**src/include/safeguard_muting_controller_regs.vh**
```
// Constants for the safeguard muting controller
// Behaviour
// RQ1: Protective stop open forces both outputs off
// RQ2: Active mute ignores muteable stop, outputs on
// RQ3: Unmuted muteable stop open turns outputs off
// RQ4: Output short fault forces outputs off
// RQ5: Status mirror output shown on green indicator
// RQ6: Feedback check: one-channel, two-channel or none
// RQ7: One-channel: reset needs feedback contact closed
// RQ8: One-channel: feedback closed 200 ms after off
// RQ9: Two-channel: both closed before outputs on
// RQ10: Two-channel: disagreement over 200 ms locks out
// RQ11: Two-channel: both closed 200 ms after off
// RQ12: Installer links terminals to disable checking
// RQ13: Mute needs pair within 3 s
// RQ14: Mute starts and ends from one pair
// RQ15: Permit closed to start; opening later ignored
// RQ16: Permit cycle with one sensor restarts timer
// RQ17: Permit closed >1/4 s, open 1/4..2 s
// RQ18: Restart once per cycle, rearm all open
// RQ19: Mute lamp driven while muted, monitored optionally
// RQ20: Monitored lamp failure blocks new mutes
// RQ21: Lockout: outputs off, red flashes, error shown
// RQ22: Manual reset: closed 1/4 s to 2 s, reopen
// RQ23: Lockout recovery always needs manual reset
// RQ24: All windows timed by common millisecond tick
`ifndef SAFEGUARD_MUTING_CONTROLLER_REGS_VH
`define SAFEGUARD_MUTING_CONTROLLER_REGS_VH
`define CLK_HZ        40000000
`define TICK_MS       1
`define TICK_CYCLES   (`CLK_HZ / 1000 * `TICK_MS)
`define SIM_MS        12'd3000
`define FB_MS         12'd200
`define RST_MIN_MS    12'd250
`define PERMIT_MIN_MS 12'd251
`define GEST_MAX_MS   12'd2000
`define BLINK_BIT     8
`define ADDR_CTRL     8'h00
`define ADDR_STAT     8'h04
`define CTRL_RESET    4'h0
`define CTRL_MANUAL   0
`define CTRL_FB_LO    1
`define CTRL_FB_HI    2
`define CTRL_LAMPMON  3
`define FB_NONE       2'h0
`define FB_ONE        2'h1
`define FB_TWO        2'h2
`define ERR_NONE      8'h00
`define ERR_FB_OFF    8'h01
`define ERR_FB_DIS    8'h02
`define ERR_SHORT     8'h03
`endif

```
**src/rtl/safeguard_muting_controller.v**
```verilog
// Safeguard muting controller with APB configuration and status
//
// Chosen here: the register offsets and register access over APB.
`timescale 1ns/1ps
`include "safeguard_muting_controller_regs.vh"

// Timed level gesture: pulse when an active phase ends inside its window
module gesture_detector #(
  parameter [0:0]  ACT    = 1'b1,
  parameter [11:0] PRE_MS = 12'd0,
  parameter [11:0] MIN_MS = 12'd250,
  parameter [11:0] MAX_MS = 12'd2000
) (
  // Clock and control
  input  wire        clk,
  input  wire        rst_n,
  input  wire        ce,
  input  wire        tick,
  // Level and result
  input  wire        level_in,
  output reg         pulse_r
);
  reg        lvl_r;
  reg [11:0] cnt_r;
  reg        pre_ok_r;

  // Phase length counter saturates so a stuck input never wraps
  always @(posedge clk or negedge rst_n)
  begin
    if (!rst_n)
    begin
      lvl_r    <= 1'b0;
      cnt_r    <= 12'h000;
      pre_ok_r <= 1'b0;
      pulse_r  <= 1'b0;
    end
    else if (ce)
    begin
      pulse_r <= 1'b0;
      lvl_r   <= level_in;
      if (level_in != lvl_r)
      begin
        cnt_r <= 12'h000;
        if (lvl_r == ACT)
        begin
          // Active phase ends: judge its length (see RQ17) (see RQ22)
          pulse_r  <= pre_ok_r && (cnt_r >= MIN_MS) && (cnt_r <= MAX_MS);
          pre_ok_r <= 1'b0;
        end
        else
          pre_ok_r <= (cnt_r >= PRE_MS);
      end
      else if (tick && (cnt_r != 12'hfff))
        cnt_r <= cnt_r + 12'h001;
    end
  end
endmodule // gesture_detector

module safeguard_muting_controller #(
  parameter TICK_CYCLES = `TICK_CYCLES
) (
  // Clock, reset and enable
  input  wire        pclk,
  input  wire        presetn,
  input  wire        clk_en,
  // APB slave
  input  wire        psel,
  input  wire        penable,
  input  wire        pwrite,
  input  wire [7:0]  paddr,
  input  wire [31:0] pwdata,
  output reg  [31:0] prdata,
  output reg         pready,
  output reg         pslverr,
  // Safety inputs, high means closed; output_short_fault high means a short is present
  input  wire        muteable_stop_input,
  input  wire        protective_stop_input,
  input  wire        manual_reset_input,
  input  wire        output_short_fault,
  // Contactor feedback, high means closed
  input  wire        contactor_feedback_a,
  input  wire        contactor_feedback_b,
  // Mute sensors and permit, high means closed
  input  wire        mute_sensor_one,
  input  wire        mute_sensor_two,
  input  wire        mute_sensor_three,
  input  wire        mute_sensor_four,
  input  wire        mute_permit,
  input  wire        lamp_current_fault,
  // Outputs
  output reg         switched_safety_output_a,
  output reg         switched_safety_output_b,
  output reg         status_mirror,
  output reg         green_led,
  output reg         red_led,
  output reg         mute_indicator_lamp,
  output reg  [7:0]  error_code
);
  localparam [1:0] ST_OFF  = 2'd0;
  localparam [1:0] ST_ON   = 2'd1;
  localparam [1:0] ST_LOCK = 2'd2;

  reg  [15:0] tick_cnt_r;
  reg         tick_r;
  reg  [3:0]  ctrl_r;
  reg  [1:0]  state_r;
  reg  [1:0]  state_nxt;
  reg  [7:0]  err_r;
  reg  [7:0]  err_nxt;
  reg         fbw_r;
  reg  [11:0] fbw_cnt_r;
  reg  [11:0] dis_cnt_r;
  reg  [11:0] sim_cnt_r [0:1];
  reg         muted_r;
  reg         muted_nxt;
  reg         restart_used_r;
  reg         lamp_fail_r;
  reg  [8:0]  blink_r;
  wire        rst_pulse;
  wire        permit_pulse;
  wire        manual;
  wire [1:0]  fb_mode;
  wire        lamp_mon;
  wire        fb_closed;
  wire        fb_late;
  wire        fb_dis;
  wire [1:0]  pair_both;
  wire [1:0]  pair_one;
  wire [1:0]  pair_ok;
  wire        all_open;
  wire        restart_go;
  wire        mute_start;
  wire        apb_wr;
  integer     i;

  assign manual   = ctrl_r[`CTRL_MANUAL];
  assign fb_mode  = ctrl_r[`CTRL_FB_HI:`CTRL_FB_LO];
  assign lamp_mon = ctrl_r[`CTRL_LAMPMON];

  // Common millisecond tick; every window counts these (see RQ24)
  always @(posedge pclk or negedge presetn)
  begin
    if (!presetn)
    begin
      tick_cnt_r <= 16'h0000;
      tick_r     <= 1'b0;
    end
    else if (clk_en)
    begin
      tick_r <= (tick_cnt_r == TICK_CYCLES[15:0] - 16'h0001);
      if (tick_cnt_r == TICK_CYCLES[15:0] - 16'h0001)
        tick_cnt_r <= 16'h0000;
      else
        tick_cnt_r <= tick_cnt_r + 16'h0001;
    end
  end

  // Manual reset gesture: closed 1/4 s to 2 s, then reopened
  gesture_detector #(
    .ACT    (1'b1),
    .PRE_MS (12'd0),
    .MIN_MS (`RST_MIN_MS),
    .MAX_MS (`GEST_MAX_MS)
  ) u_reset_gesture (
    .clk      (pclk),
    .rst_n    (presetn),
    .ce       (clk_en),
    .tick     (tick_r),
    .level_in (manual_reset_input),
    .pulse_r  (rst_pulse)
  );

  // Permit gesture: the open phase and the closed phase before it are both timed
  gesture_detector #(
    .ACT    (1'b1),
    .PRE_MS (`PERMIT_MIN_MS),
    .MIN_MS (`PERMIT_MIN_MS),
    .MAX_MS (`GEST_MAX_MS)
  ) u_permit_gesture (
    .clk      (pclk),
    .rst_n    (presetn),
    .ce       (clk_en),
    .tick     (tick_r),
    .level_in (~mute_permit),
    .pulse_r  (permit_pulse)
  );

  // Feedback closed per selected mode (see RQ6) (see RQ7) (see RQ9)
  assign fb_closed = (fb_mode == `FB_ONE) ? contactor_feedback_a :
                     (fb_mode == `FB_TWO) ? (contactor_feedback_a & contactor_feedback_b) :
                     1'b1;
  // Still open when the post-off window expires (see RQ8) (see RQ11)
  assign fb_late = fbw_r && (fbw_cnt_r >= `FB_MS) && !fb_closed;
  // Channels disagree too long while on (see RQ10)
  assign fb_dis  = (dis_cnt_r > `FB_MS);

  // Sensor pairs
  assign pair_both[0] = mute_sensor_one & mute_sensor_two;
  assign pair_both[1] = mute_sensor_three & mute_sensor_four;
  assign pair_one[0]  = mute_sensor_one ^ mute_sensor_two;
  assign pair_one[1]  = mute_sensor_three ^ mute_sensor_four;
  assign all_open     = ~(mute_sensor_one | mute_sensor_two |
                          mute_sensor_three | mute_sensor_four);
  // Counter freezes once both close, so a late pair never mutes (see RQ13)
  assign pair_ok[0]   = pair_both[0] && (sim_cnt_r[0] < `SIM_MS);
  assign pair_ok[1]   = pair_both[1] && (sim_cnt_r[1] < `SIM_MS);
  // One restart per cycle, only with a lone sensor active (see RQ16) (see RQ18)
  assign restart_go   = permit_pulse && !restart_used_r && (pair_one != 2'b00);
  // Permit and a healthy lamp are needed only at the start (see RQ15) (see RQ20)
  assign mute_start   = !muted_r && (state_r == ST_ON) && mute_permit &&
                        !(lamp_mon && lamp_fail_r) && (pair_ok != 2'b00);

  // Main state decision
  always @*
  begin
    state_nxt = state_r;
    err_nxt   = err_r;
    case (state_r)
      ST_ON:
      begin
        if (output_short_fault)
        begin
          state_nxt = ST_LOCK; // see RQ4
          err_nxt   = `ERR_SHORT;
        end
        else if (fb_dis)
        begin
          state_nxt = ST_LOCK; // see RQ10
          err_nxt   = `ERR_FB_DIS;
        end
        else if (!protective_stop_input)
          state_nxt = ST_OFF; // see RQ1
        else if (!muteable_stop_input && !muted_r)
          state_nxt = ST_OFF; // see RQ2 see RQ3
      end
      ST_OFF:
      begin
        if (output_short_fault)
        begin
          state_nxt = ST_LOCK; // see RQ4
          err_nxt   = `ERR_SHORT;
        end
        else if (fb_late)
        begin
          state_nxt = ST_LOCK; // see RQ8 see RQ11
          err_nxt   = `ERR_FB_OFF;
        end
        else if (protective_stop_input && muteable_stop_input && fb_closed &&
                 (!manual || rst_pulse))
          state_nxt = ST_ON; // see RQ7 see RQ9
      end
      ST_LOCK:
      begin
        // Automatic mode still needs the gesture here (see RQ23)
        if (rst_pulse && !output_short_fault)
        begin
          state_nxt = ST_OFF;
          err_nxt   = `ERR_NONE;
        end
      end
      default:
      begin
        state_nxt = ST_LOCK;
        err_nxt   = `ERR_SHORT;
      end
    endcase
  end

  // Mute ends when neither pair is fully made or the outputs drop (see RQ14)
  always @*
  begin
    muted_nxt = muted_r;
    if (state_nxt != ST_ON)
      muted_nxt = 1'b0;
    else if (mute_start)
      muted_nxt = 1'b1; // see RQ13
    else if (muted_r && (pair_both == 2'b00))
      muted_nxt = 1'b0; // see RQ14
  end

  // State, feedback and mute registers
  always @(posedge pclk or negedge presetn)
  begin
    if (!presetn)
    begin
      state_r        <= ST_OFF;
      err_r          <= `ERR_NONE;
      fbw_r          <= 1'b0;
      fbw_cnt_r      <= 12'h000;
      dis_cnt_r      <= 12'h000;
      muted_r        <= 1'b0;
      restart_used_r <= 1'b0;
      lamp_fail_r    <= 1'b0;
      blink_r        <= 9'h000;
    end
    else if (clk_en)
    begin
      state_r <= state_nxt;
      err_r   <= err_nxt;
      muted_r <= muted_nxt;
      if (tick_r)
        blink_r <= blink_r + 9'h001;
      // Outputs on->off opens the feedback window (see RQ8) (see RQ11)
      if ((state_r == ST_ON) && (state_nxt != ST_ON))
      begin
        fbw_r     <= 1'b1;
        fbw_cnt_r <= 12'h000;
      end
      else if (fb_closed || (state_r == ST_LOCK))
        fbw_r <= 1'b0;
      else if (fbw_r && tick_r && (fbw_cnt_r != 12'hfff))
        fbw_cnt_r <= fbw_cnt_r + 12'h001;
      // Feedback ignored while on in one-channel mode (see RQ8)
      if ((state_r == ST_ON) && (fb_mode == `FB_TWO) &&
          (contactor_feedback_a != contactor_feedback_b))
      begin
        if (tick_r && (dis_cnt_r != 12'hfff))
          dis_cnt_r <= dis_cnt_r + 12'h001;
      end
      else
        dis_cnt_r <= 12'h000; // see RQ10
      // Restart token: set wins over the all-open rearm (see RQ18)
      if (restart_go)
        restart_used_r <= 1'b1;
      else if (all_open)
        restart_used_r <= 1'b0;
      // Lamp fault latch; set wins over the clear (see RQ20)
      if (lamp_mon && mute_indicator_lamp && lamp_current_fault)
        lamp_fail_r <= 1'b1;
      else if (rst_pulse)
        lamp_fail_r <= 1'b0;
    end
  end

  // Simultaneity timers, one per pair
  always @(posedge pclk or negedge presetn)
  begin
    if (!presetn)
    begin
      sim_cnt_r[0] <= 12'h000;
      sim_cnt_r[1] <= 12'h000;
    end
    else if (clk_en)
    begin
      for (i = 0; i < 2; i = i + 1)
      begin
        if (!pair_one[i] && !pair_both[i])
          sim_cnt_r[i] <= 12'h000;
        else if (restart_go)
          sim_cnt_r[i] <= 12'h000; // see RQ16
        else if (pair_one[i] && tick_r && (sim_cnt_r[i] != 12'hfff))
          sim_cnt_r[i] <= sim_cnt_r[i] + 12'h001; // see RQ13
      end
    end
  end

  // Registered outputs follow the next state so they track without lag
  always @(posedge pclk or negedge presetn)
  begin
    if (!presetn)
    begin
      switched_safety_output_a <= 1'b0;
      switched_safety_output_b <= 1'b0;
      status_mirror            <= 1'b0;
      green_led                <= 1'b0;
      red_led                  <= 1'b1;
      mute_indicator_lamp      <= 1'b0;
      error_code               <= `ERR_NONE;
    end
    else if (clk_en)
    begin
      switched_safety_output_a <= (state_nxt == ST_ON); // see RQ1 see RQ21
      switched_safety_output_b <= (state_nxt == ST_ON); // see RQ1 see RQ21
      status_mirror            <= (state_nxt == ST_ON); // see RQ5
      green_led                <= (state_nxt == ST_ON); // see RQ5
      // Red flashes in lockout, steady while simply off (see RQ21)
      red_led                  <= (state_nxt == ST_LOCK) ? blink_r[`BLINK_BIT] :
                                  (state_nxt == ST_OFF);
      mute_indicator_lamp      <= muted_nxt; // see RQ19
      error_code               <= err_nxt; // see RQ21
    end
  end

  // APB: one wait-free access phase, ready raised from the setup cycle
  assign apb_wr = psel && penable && pready && pwrite;

  always @(posedge pclk or negedge presetn)
  begin
    if (!presetn)
    begin
      pready  <= 1'b0;
      pslverr <= 1'b0;
      prdata  <= 32'h0000_0000;
      ctrl_r  <= `CTRL_RESET;
    end
    else if (clk_en)
    begin
      pready  <= psel && !penable;
      pslverr <= 1'b0;
      prdata  <= 32'h0000_0000;
      if (psel && !penable)
      begin
        case (paddr)
          `ADDR_CTRL:
            prdata <= pwrite ? 32'h0000_0000 : {28'h000_0000, ctrl_r};
          `ADDR_STAT:
            prdata <= pwrite ? 32'h0000_0000 :
                      {16'h0000, err_r, 3'b000, lamp_fail_r, restart_used_r,
                       muted_r, (state_r == ST_LOCK), (state_r == ST_ON)};
          default:
            pslverr <= 1'b1;
        endcase
      end
      // Mode bits are software-steered (see RQ6) (see RQ19)
      if (apb_wr && (paddr == `ADDR_CTRL))
        ctrl_r <= pwdata[3:0];
    end
  end
endmodule // safeguard_muting_controller

```
**config.mk**
```make
export PLATFORM = sky130hd
export DESIGN_NAME = safeguard_muting_controller
export DESIGN_NICKNAME = d
export VERILOG_FILES = /design/src/rtl/safeguard_muting_controller.v
export VERILOG_INCLUDE_DIRS = /design/src /design/src/include
export SDC_FILE = /design/constraint.sdc
export NUM_CORES = 1
export LEC_CHECK = 0
export BUFFER_PORTS_ARGS = -buffer_cell sky130_fd_sc_hd__buf_2
export CAP_MARGIN = 20
export CORE_AREA = 4 4 121 123
export CTS_BUF_LIST = sky130_fd_sc_hd__clkbuf_4 sky130_fd_sc_hd__clkbuf_8 sky130_fd_sc_hd__clkbuf_16
export CTS_CLUSTER_DIAMETER = 120
export DETAILED_ROUTE_END_ITERATION = 12
export DIE_AREA = 0 0 125 127
export GPL_ROUTABILITY_DRIVEN = 0
export MAX_ROUTING_LAYER = met4
export PLACE_DENSITY = 0.81
export RECOVER_POWER = 50
export SYNTH_ARGS = -nofsm -noshare
export SYNTH_HDL_FRONTEND = slang
export SYNTH_SLANG_ARGS = --single-unit
```
**constraint.sdc**
```tcl
create_clock -name pclk -period 2.8 [get_ports pclk]
set_clock_uncertainty 0.05 [all_clocks]
set_input_delay 0.42 -clock pclk [delete_from_list [all_inputs] [get_ports pclk]]
set_output_delay 0.42 -clock pclk [all_outputs]
set_load 0.01 [all_outputs]
```
==> flow_summary_export.csv, run 1 <==
group,metric,value,unit
run_status,outcome,"completed",
routing,vias_per_cell,5.57,
cts,clk_pin_slew,0.06,ns
global_routing,track_usage,0.198,
synth,avgSynthCellArea,9.37,µm²
finish,drive_above_1_share,0.126,
setup_path,critical_path_required,3.10,ns
routing,num_vias,5562,
die,die_x,125,µm
timing,setup_violations,0,
cts,clk_path_buf_depth,2,
cts,clkLatencyLatePin,0.42,ns
finish,fin_nets,881,
setup_path,worstSetupStartpointType,"flop",
timing,fmax,418,MHz
die,io_pins,106,
finish,fillCellCount,1172,
timing,drv_slew,0,
synth,synth_edf_count,0,
synth,yosys-top-cells-count,"dfrtp_1 (126), nor2_1 (83), nand2_1 (54)",
synth,synth-main-ff-cell,"dfrtp_1",
timing,final.setup.worst_slack,0.405,ns
routing,firstDrtPassIters,5,
setup_path,r2r_slack,0.41,ns
timing,layout_min_cycle_time,2.39,ns
setup_path,worst_ep_arrival_time,2.69,ns
place,dp_slack,0.162,ns
finish,finalInstanceArea,7980,µm²
die,core,13700,µm²
timing,slew_headroom,0.156,
min_path,hp-class,"in2reg",
finish,regArea,3180,µm²
synth,ys_types,62,
synth,seq_area_frac_synth,0.455,
finish,area_delta_synth_final,14.1,%
die,die_y,127,µm
finish,n_antenna_cell,0,
timing,grt_setup_unrepaired,"no",
die,fp.dieArea,15900,µm²
routing,wl_per_cell,15.0,µm
setup_path,setup.worst_path.end_class,"flop",
synth,synth_cells,746,
routing,final_antenna_net_count,0,
timing,finalSetupTns,0,ns
timing,finalHoldViolCount,0,
synth,yosys-top-cells-area,"dfrtp_1 (45%), xnor2_1 (5.5%), nor2_1 (4.5%)",
synth,synth_largest_area_cell,"dfrtp_1",
power,irDropWorstVdd,662,µV
flow_run,max_cap_viol_count,0,
cts,cts-root-buf,"clkbuf_16",
setup_path,r2r_cells,5,
cts,cts_tree,"yes",
routing,drt_wl_total,15000,µm
min_path,min_path_cells,2,
synth,yosysWarnings,0,
cts,htree_levels,4,
global_routing,grt_pass1_vias,5241,
timing,period_share,0.855,
power,powerDensity,576,nW/µm²
routing,drt_iter0_drc,326,
die,start_util,0.511,
die,fp-row-count,43,
power,p_leak,3.50,nW
global_routing,grt_pass1_wl,24900,µm
cts,cts_sinks,127,
synth,synthArstFlopShare,1.00,
global_routing,antenna_found_initial,0,
setup_path,path_max_fanout,6,
place,dpl_cell_area,7380,µm²
global_routing,grt-ovfl-total,0,
place,place_hpwl,10700,µm
setup_path,worstSetupPathType,"reg2reg",
cts,cts_made_buffers,17,
synth,yosys.area.top_type_share,0.451,
place,port_buffers,46,
finish,multi_input_area,3450,µm²
synth,synth_area,6990,µm²
synth,yosysMostFrequentCell,"dfrtp_1",
global_routing,grt_max_degree,50,
synth,synth-seq-cells,127,
timing,worst_pin_slew,1.27,ns
timing,hold_ws,0.159,ns
routing,drc,0,
finish,utilization,0.584,
-- cell families after synthesis --
group           count (synthesis)  share of synthesized area
xor+xnor                       67                     0.0840
other cells                     1                   0.000537
flops                         127                      0.455
fa+ha+maj                      17                     0.0304
buf+inv                        95                     0.0697
compound gates                123                      0.122
simple gates                  306                      0.222
mux                            10                     0.0158
-- final cells by class --
type / count / area share
clock buffers: 21 / 0.0595
clock inverters: 11 / 0.0173
inverters: 39 / 0.0184
multi-input cells: 554 / 0.432
flip-flops and latches: 127 / 0.399
well taps: 180 / 0.0282
repair buffers: 67 / 0.0457
-- metal layers --
| layer | GRT usage | routed length [µm] | vias to the layer above | share of wire |
|---|---|---|---|---|
| met5 | - | 0 | - | 0 |
| met4 | 0.0733 | 315 | 0 | 0.021 |
| met3 | 0.0460 | 673 | 27 | 0.045 |
| met2 | 0.308 | 7190 | 139 | 0.48 |
| met1 | 0.254 | 6830 | 2703 | 0.45 |
| li1 | - | - | 2693 | - |
-- registers in the layout (all words and copies together) (netlist names), 2 cells and up --
name and flops:
blink_r 9, fbw_cnt_r 12, error_code 2, sim_cnt_r 24, tick_cnt_r 16, u_reset_gesture.cnt_r 12, dis_cnt_r 12, state_r 2
ctrl_r 4, prdata 7, u_permit_gesture.cnt_r 12
-- per-stage QoR --
stage / cells / power, mW
after global placement: 964 / 2.34
final: 999 / 4.59
after floorplan: 776 / 2.23
after CTS: 997 / 4.63
after detailed placement: 964 / 2.35
after global routing: 999 / 4.76
-- worst max-delay path, stage by stage (launching register included) --
cell and delay, ns:
dfrtp_1 0.43, or3b_1 0.44, a2111o_1 0.49, a21o_1 0.24, or4_1 0.51, a21oi_1 0.15
-- path summary, 6_finish.rpt --
| check | startpoint | end |
|---|---|---|
| worst max-delay path | ctrl_r[1] | fbw_cnt_r[7] |
| worst min-delay path | penable | pready |
| worst max register to register | ctrl_r[1] | fbw_cnt_r[7] |
| worst min register to register | blink_r[6] | blink_r[6] |
| max in group asynchronous | presetn | prdata[8] |
| min in group asynchronous | presetn | tick_cnt_r[14] |
-- where the power goes --
group | internal, mW | switching (mW)
logic | 0.127 | 0.211
clock network | 1.47 | 0.797
registers | 1.91 | 0.0818
-- placed cells by master, fill, tap and decap left out, types with 22 or more instances in the layout --
cell type	Yosys	final
buf_2	2	38
nand2_1	54	54
o21ai_0	29	29
nor3_1	25	25
nor2_1	83	83
nand3_1	41	41
nand4_1	22	22
xor2_1	23	23
xnor2_1	44	44
conb_1	1	31
inv_1	39	39
dfrtp_1	126	126
-- timing repair --
action / in CTS / in global routing
resized for setup: 0 / 0
hold endpoints to repair: 32 / 0
hold buffers: 1 / 0
setup buffers: 0 / 0
No activity file was read; power rests on OpenSTA's default activity.
==> run 2, diff against run 1 <==
--- a/config.mk
+++ b/config.mk
@@ -6,13 +6,15 @@
 export SDC_FILE = /design/constraint.sdc
 export NUM_CORES = 1
 export LEC_CHECK = 0
+export ABC_AREA = 1
+export ABC_CLOCK_PERIOD_IN_PS = 2800
 export BUFFER_PORTS_ARGS = -buffer_cell sky130_fd_sc_hd__buf_2
 export CAP_MARGIN = 20
-export CORE_AREA = 4 4 121 123
+export CORE_AREA = 4 4 125 127
 export CTS_BUF_LIST = sky130_fd_sc_hd__clkbuf_4 sky130_fd_sc_hd__clkbuf_8 sky130_fd_sc_hd__clkbuf_16
 export CTS_CLUSTER_DIAMETER = 120
 export DETAILED_ROUTE_END_ITERATION = 12
-export DIE_AREA = 0 0 125 127
+export DIE_AREA = 0 0 129 131
 export GPL_ROUTABILITY_DRIVEN = 0
 export MAX_ROUTING_LAYER = met4
 export PLACE_DENSITY = 0.81
==> run 2 against run 1 <==
Non-clock buffer count fell by 13. Via count increased by 17%. Setup slack better by 0.14 ns. Utilization fell by 0.47 points. Register-to-register slack gained 0.14 ns. Global-route usage is 1.3 points higher. Combinational power up 43%. Critical path depth rose by 2. Flip-flop and latch count did not move. Total power rose by 4.4%. Largest cell class unchanged. Highest routed layer unchanged.
==> flow_summary_export.csv, run 2 <==
group,metric,value,unit
run_status,outcome,"completed",
synth,yosys.area.top_type_share,0.422,
synth,synthArstFlopShare,1.00,
finish,top_regs,"sim_cnt_r x24, tick_cnt_r x16",
power,irDropWorstVdd,650,µV
power,powerDensity,574,nW/µm²
routing,vias_per_cell,5.26,
die,core,14400,µm²
min_path,hp-class,"in2reg",
global_routing,grt_pass1_vias,6019,
setup_path,critPathLaunch,"tick_r",
place,place_hpwl,12100,µm
timing,layout_min_cycle_time,2.26,ns
synth,synth_fa_ha_area_frac,0.0285,
finish,final_cell_mix,"nand2_1 (216), inv_1 (139), dfrtp_1 (126)",
synth,synth-xor-area-share,0.0432,
cts,clkLatencyLatePin,0.42,ns
routing,firstDrtPassIters,6,
timing,hold_ws,0.229,ns
synth,yosys-top-cells-area,"dfrtp_1 (42%), nand2_1 (11%), inv_1 (6.9%)",
timing,fmax,443,MHz
routing,drt_iter0_drc,550,
synth,synth_top_family_by_area,"simple AND/OR/NAND/NOR gates",
finish,multi_input_area,3510,µm²
timing,grt_setup_unrepaired,"no",
synth,yosysWarnings,0,
finish,fillCellCount,1308,
synth,yosysMostFrequentCell,"nand2_1",
cts,clk_pin_slew,0.05,ns
setup_path,worstSetupPathType,"reg2reg",
place,dp_cells,1202,
timing,slew_headroom,0.320,
routing,drc,0,
die,die_x,129,µm
finish,top_register,"sim_cnt_r",
cts,cts-root-buf,"clkbuf_16",
routing,final_antenna_net_count,0,
finish,drive_above_1_share,0.0954,
synth,seq_area_frac_synth,0.426,
global_routing,track_usage,0.211,
finish,utilization,0.579,
die,io_pins,106,
routing,num_vias,6483,
die,start_util,0.518,
min_path,hold_end,"ctrl_r[3]",
flow_run,max_cap_viol_count,0,
finish,area_delta_synth_final,11.8,%
global_routing,grt_max_degree,47,
setup_path,worstSetupStartpointType,"flop",
synth,synth_cells,980,
cts,htree_levels,4,
synth,synthMuxAreaShare,0,
min_path,min_path_cells,3,
synth,synth-simple-area-share,0.292,
power,p_leak,4.06,nW
timing,finalHoldViolCount,0,
die,die_y,131,µm
synth,synth-seq-cells,127,
die,fp-row-count,44,
finish,regArea,3180,µm²
timing,finalSetupTns,0,ns
min_path,hp-start,"pwdata[3]",
finish,layout_commonest_cell,"nand2_1",
global_routing,antenna_found_initial,1,
setup_path,setup.worst_path.end_class,"flop",
setup_path,regToRegEndpoint,"fbw_cnt_r[4]",
synth,synth_area,7470,µm²
synth,ys_types,50,
cts,cts_tree,"yes",
setup_path,r2r_cells,7,
timing,worst_pin_slew,1.02,ns
timing,drv_slew,0,
setup_path,r2r_slack,0.54,ns
global_routing,grt_pass1_wl,27700,µm
routing,wl_per_cell,13.4,µm
synth,yosys-top-cells-count,"nand2_1 (216), inv_1 (138), dfrtp_1 (126)",
synth,synth_edf_count,0,
finish,largest_reg_flops,24,
place,port_buffers,46,
synth,avgSynthCellArea,7.62,µm²
global_routing,grt-ovfl-total,0,
setup_path,path_max_fanout,12,
setup_path,r2r_start,"tick_r",
die,fp.dieArea,16900,µm²
cts,cts_sinks,127,
timing,period_share,0.806,
finish,fin_nets,1113,
setup_path,worst_ep_arrival_time,2.51,ns
synth,synth_compound_area_frac,0.0912,
setup_path,critical_path_required,3.05,ns
cts,clk_path_buf_depth,2,
timing,setup_violations,0,
synth,synth_largest_area_cell,"dfrtp_1",
cts,cts_setup_buffers,0,
finish,finalNonFillerCells,1233,
routing,drt_wl_total,16500,µm
cts,cts_made_buffers,17,
synth,synth-main-ff-cell,"dfrtp_1",
-- run 2: changes by cell type after synthesis, moves of 14 or more --
cell / previous run / this run
nand3_1: 41 / 89
nand2_1: 54 / 216
clkbuf_1: 17 / 3
xnor2_1: 44 / 5
inv_1: 39 / 138
a21oi_1: 21 / 37
-- run 2: cells by family (layout without fill, tap and decap cells) --
| logic type | Yosys count | in the layout |
|---|---|---|
| AND/OR/NAND/NOR | 489 | 489 |
| flip-flops | 127 | 127 |
| other | 1 | 32 |
| buffers and inverters | 192 | 230 |
| adder cells (fa/ha/maj) | 17 | 17 |
| XOR/XNOR | 36 | 36 |
| AO/OA/AOI/OAI | 118 | 118 |
-- run 2: worst max-delay path, cell delays in order, from the launching register on --
cell and delay [ns]:
dfrtp_1 0.38, nand2_1 0.13, clkinvlp_2 0.51, nand3_1 0.62, inv_2 0.17, a21o_1 0.19
nand3_1 0.06, inv_1 0.05
-- run 2: worst max path at each step --
stage	endpoint	slack (ns)	cells past startpoint
floorplan	sim_cnt_r[23]	0.83	10
global placement	sim_cnt_r[16]	0.50	11
detailed placement	sim_cnt_r[18]	0.43	11
CTS	fbw_cnt_r[7]	0.74	10
global route	fbw_cnt_r[0]	0.36	8
finish	fbw_cnt_r[4]	0.54	7
-- run 2: layout make-up --
class	instances	area share
sequential	127	0.381
clock buffer	22	0.0569
timing repair buffer	54	0.0337
inverter	147	0.0665
multi-input combinational	691	0.421
antenna	1	0.000300
clock inverter	7	0.0135
tap	184	0.0276
-- run 2: power by group --
part,leakage [nW],switching [mW],internal [mW]
clock,0.292,0.774,1.45
combinational,2.11,0.318,0.165
sequential,1.66,0.121,1.96
-- run 2: metrics by stage --
| stage | total power, mW | cell area (µm²) | setup slack [ns] |
|---|---|---|---|
| global route | 5.00 | 8350 | 0.356 |
| finish | 4.79 | 8350 | 0.544 |
| global placement | 2.57 | 7770 | 0.496 |
| floorplan | 2.45 | 7580 | 0.829 |
| CTS | 4.83 | 8370 | 0.739 |
| detailed placement | 2.60 | 7770 | 0.434 |
-- run 2: layer usage --
layer / global-route usage / vias to the layer above / share of wire / wire length (µm)
met5: - / - / 0 / 0
met3: 0.0508 / 38 / 0.063 / 1040
li1: - / 3238 / - / -
met1: 0.262 / 2996 / 0.44 / 7190
met4: 0.0784 / 0 / 0.026 / 436
met2: 0.337 / 211 / 0.48 / 7850
-- run 2: what timing repair did --
item	in CTS	in global routing
hold buffers	1	0
endpoints found under the hold margin	36	0
gates resized for setup	0	0
==> run 3, diff against run 2 <==
--- a/config.mk
+++ b/config.mk
@@ -7,7 +7,7 @@
 export NUM_CORES = 1
 export LEC_CHECK = 0
 export ABC_AREA = 1
-export ABC_CLOCK_PERIOD_IN_PS = 2800
+export ABC_CLOCK_PERIOD_IN_PS = 2250
 export BUFFER_PORTS_ARGS = -buffer_cell sky130_fd_sc_hd__buf_2
 export CAP_MARGIN = 20
 export CORE_AREA = 4 4 125 127
==> constraint.sdc (replaced) <==
create_clock -name pclk -period 2.25 [get_ports pclk]
set_clock_uncertainty 0.05 [all_clocks]
set_input_delay 0.3375 -clock pclk [delete_from_list [all_inputs] [get_ports pclk]]
set_output_delay 0.3375 -clock pclk [all_outputs]
set_load 0.01 [all_outputs]
==> run 3 against run 2 <==
Register-to-register slack worse by 0.31 ns. Via count is 2.3% higher. Clock-buffer cell count is 3 higher. Die area stayed put. Wire length is 2.1% higher. Sequential share of layout area is 0.097 points lower. Critical path depth is 5 higher. Critical endpoint is now dis_cnt_r[5]. Largest power group unchanged. Highest routed layer unchanged.
==> flow_summary_export.csv, run 3 (synthesis gave the netlist of run 2 again) <==
group,metric,value,unit
timing,slew_headroom,0.459,
timing,setup_violations,0,
routing,vias_per_cell,5.36,
power,p_sw_frac,0.259,
die,die_y,131,µm
finish,fin_nets,1117,
finish,top_regs,"sim_cnt_r x24, tick_cnt_r x16",
timing,drv_slew,0,
min_path,hp-class,"in2reg",
finish,largest_reg_flops,24,
finish,regArea,3180,µm²
power,clkPwrFrac,0.451,
setup_path,r2r_start,"dis_cnt_r[0]",
routing,num_vias,6630,
setup_path,critical_path_required,2.50,ns
finish,multi_input_area,3510,µm²
power,p_leak,4.12,nW
timing,fmax,497,MHz
routing,final_antenna_net_count,0,
cts,cts_made_buffers,17,
timing,worst_pin_slew,0.811,ns
cts,clk_pin_slew,0.05,ns
routing,wl_per_cell,13.6,µm
finish,fillCellCount,1272,
finish,n_antenna_cell,0,
min_path,hp-start,"pwdata[0]",
routing,firstDrtPassIters,5,
global_routing,grt_pass1_wl,28800,µm
global_routing,grt-ovfl-total,0,
setup_path,path_max_fanout,13,
routing,drt_wl_total,16900,µm
setup_path,regToRegEndpoint,"dis_cnt_r[5]",
cts,clk_path_buf_depth,2,
setup_path,r2r_slack,0.24,ns
timing,hold_ws,0.136,ns
place,port_buffers,46,
setup_path,worst_ep_arrival_time,2.26,ns
finish,top_register,"sim_cnt_r",
global_routing,antenna_found_initial,0,
timing,period_share,0.895,
finish,final_cell_mix,"nand2_1 (216), inv_1 (139), dfrtp_1 (126)",
power,powerDensity,696,nW/µm²
timing,grt_setup_unrepaired,"no",
cts,cts_sinks,127,
die,fp.dieArea,16900,µm²
die,fp-row-count,44,
setup_path,r2r_cells,12,
timing,finalSetupTns,0,ns
flow_run,max_cap_viol_count,0,
setup_path,setup.worst_path.end_class,"flop",
finish,layout_commonest_cell,"nand2_1",
cts,htree_levels,4,
power,p_int,4.32,mW
timing,finalHoldViolCount,0,
place,place_hpwl,12000,µm
power,p_seq_frac,0.446,
global_routing,track_usage,0.217,
timing,layout_min_cycle_time,2.01,ns
routing,drt_iter0_drc,610,
cts,cts_tree,"yes",
cts,cts_resized,0,
routing,drc,0,
die,core,14400,µm²
cts,cts-root-buf,"clkbuf_16",
power,p_comb_frac,0.103,
min_path,hold_end,"ctrl_r[0]",
global_routing,grt_pass1_vias,6327,
cts,clkLatencyLatePin,0.42,ns
min_path,min_path_cells,3,
die,die_x,129,µm
finish,area_delta_synth_final,12.1,%
finish,utilization,0.580,
setup_path,worstSetupStartpointType,"flop",
die,start_util,0.518,
die,io_pins,106,
setup_path,worstSetupPathType,"reg2reg",
power,irDropWorstVdd,530,µV
finish,drive_above_1_share,0.109,
global_routing,grt_max_degree,54,
run_status,outcome,"completed",
power,p_switching,1.51,mW
-- run 3: changes by cell type in the layout (fill, tap and decap cells not counted), moves of 2 or more --
| cell | previous run | this run |
|---|---|---|
| buf_4 | 2 | 6 |
| clkbuf_4 | 3 | 5 |
| clkinv_2 | 3 | 5 |
| clkbuf_8 | 2 | 4 |
| clkbuf_1 | 11 | 2 |
| buf_2 | 36 | 44 |
| bufinv_16 | 3 | 1 |
-- run 3: stage by stage --
step,cell area [µm²],power (mW),instances,worst slack (ns)
finish,8370,5.82,1238,0.237
global route,8370,6.11,1238,0.0741
CTS,8400,5.87,1238,0.285
detailed placement,7820,3.23,1206,0.0723
global placement,7820,3.21,1206,0.124
floorplan,7580,3.04,1010,0.361
-- run 3: metal layers --
metal / share of wire / up-vias / GRT usage
li1: - / 3248 / -
met1: 0.43 / 3096 / 0.271
met2: 0.48 / 247 / 0.348
met3: 0.061 / 39 / 0.0463
met4: 0.026 / 0 / 0.0840
met5: 0 / - / -
-- run 3: layout make-up --
cell class | instances | area share
Clock buffer | 25 | 0.0610
Clock inverter | 6 | 0.00688
Inverter | 147 | 0.0664
Multi-Input combinational cell | 691 | 0.420
Sequential cell | 127 | 0.380
Tap cell | 184 | 0.0275
Timing Repair Buffer | 58 | 0.0389
-- run 3: worst max path at each step --
stage | startpoint | to | depth (start not counted)
final | dis_cnt_r[0] | dis_cnt_r[5] | 12
after CTS | dis_cnt_r[0] | dis_cnt_r[5] | 12
after floorplan | mute_sensor_one | sim_cnt_r[23] | 10
after global placement | mute_sensor_one | sim_cnt_r[6] | 12
after detailed placement | mute_sensor_one | sim_cnt_r[6] | 12
after global routing | presetn | tick_cnt_r[3] | 3
-- run 3: timing repair --
item | 4_1_cts | 5_1_grt
hold endpoints to repair | 29 | 0
buffers inserted | 0 | 0
hold buffers | 1 | 0
-- run 3: power groups by stage --
stage,clock [mW],combinational (mW),sequential (mW)
5_1_grt,2.79,0.700,2.62
6_report,2.62,0.602,2.60
4_1_cts,2.66,0.612,2.59
3_5_place_dp,0,0.604,2.63
3_3_place_gp,0,0.583,2.63
2_1_floorplan,0,0.443,2.60
-- run 3: critical path, cell delays in order, from the launching register on --
cell,delay [ns]
dfrtp_1,0.39
ha_1,0.20
inv_1,0.08
nor3_1,0.37
nand3_1,0.13
nand2_1,0.14
nand2_2,0.17
nand2_1,0.11
nor2_1,0.06
nand2_1,0.06
nand2_1,0.05
nand2_1,0.06
nor2_1,0.04
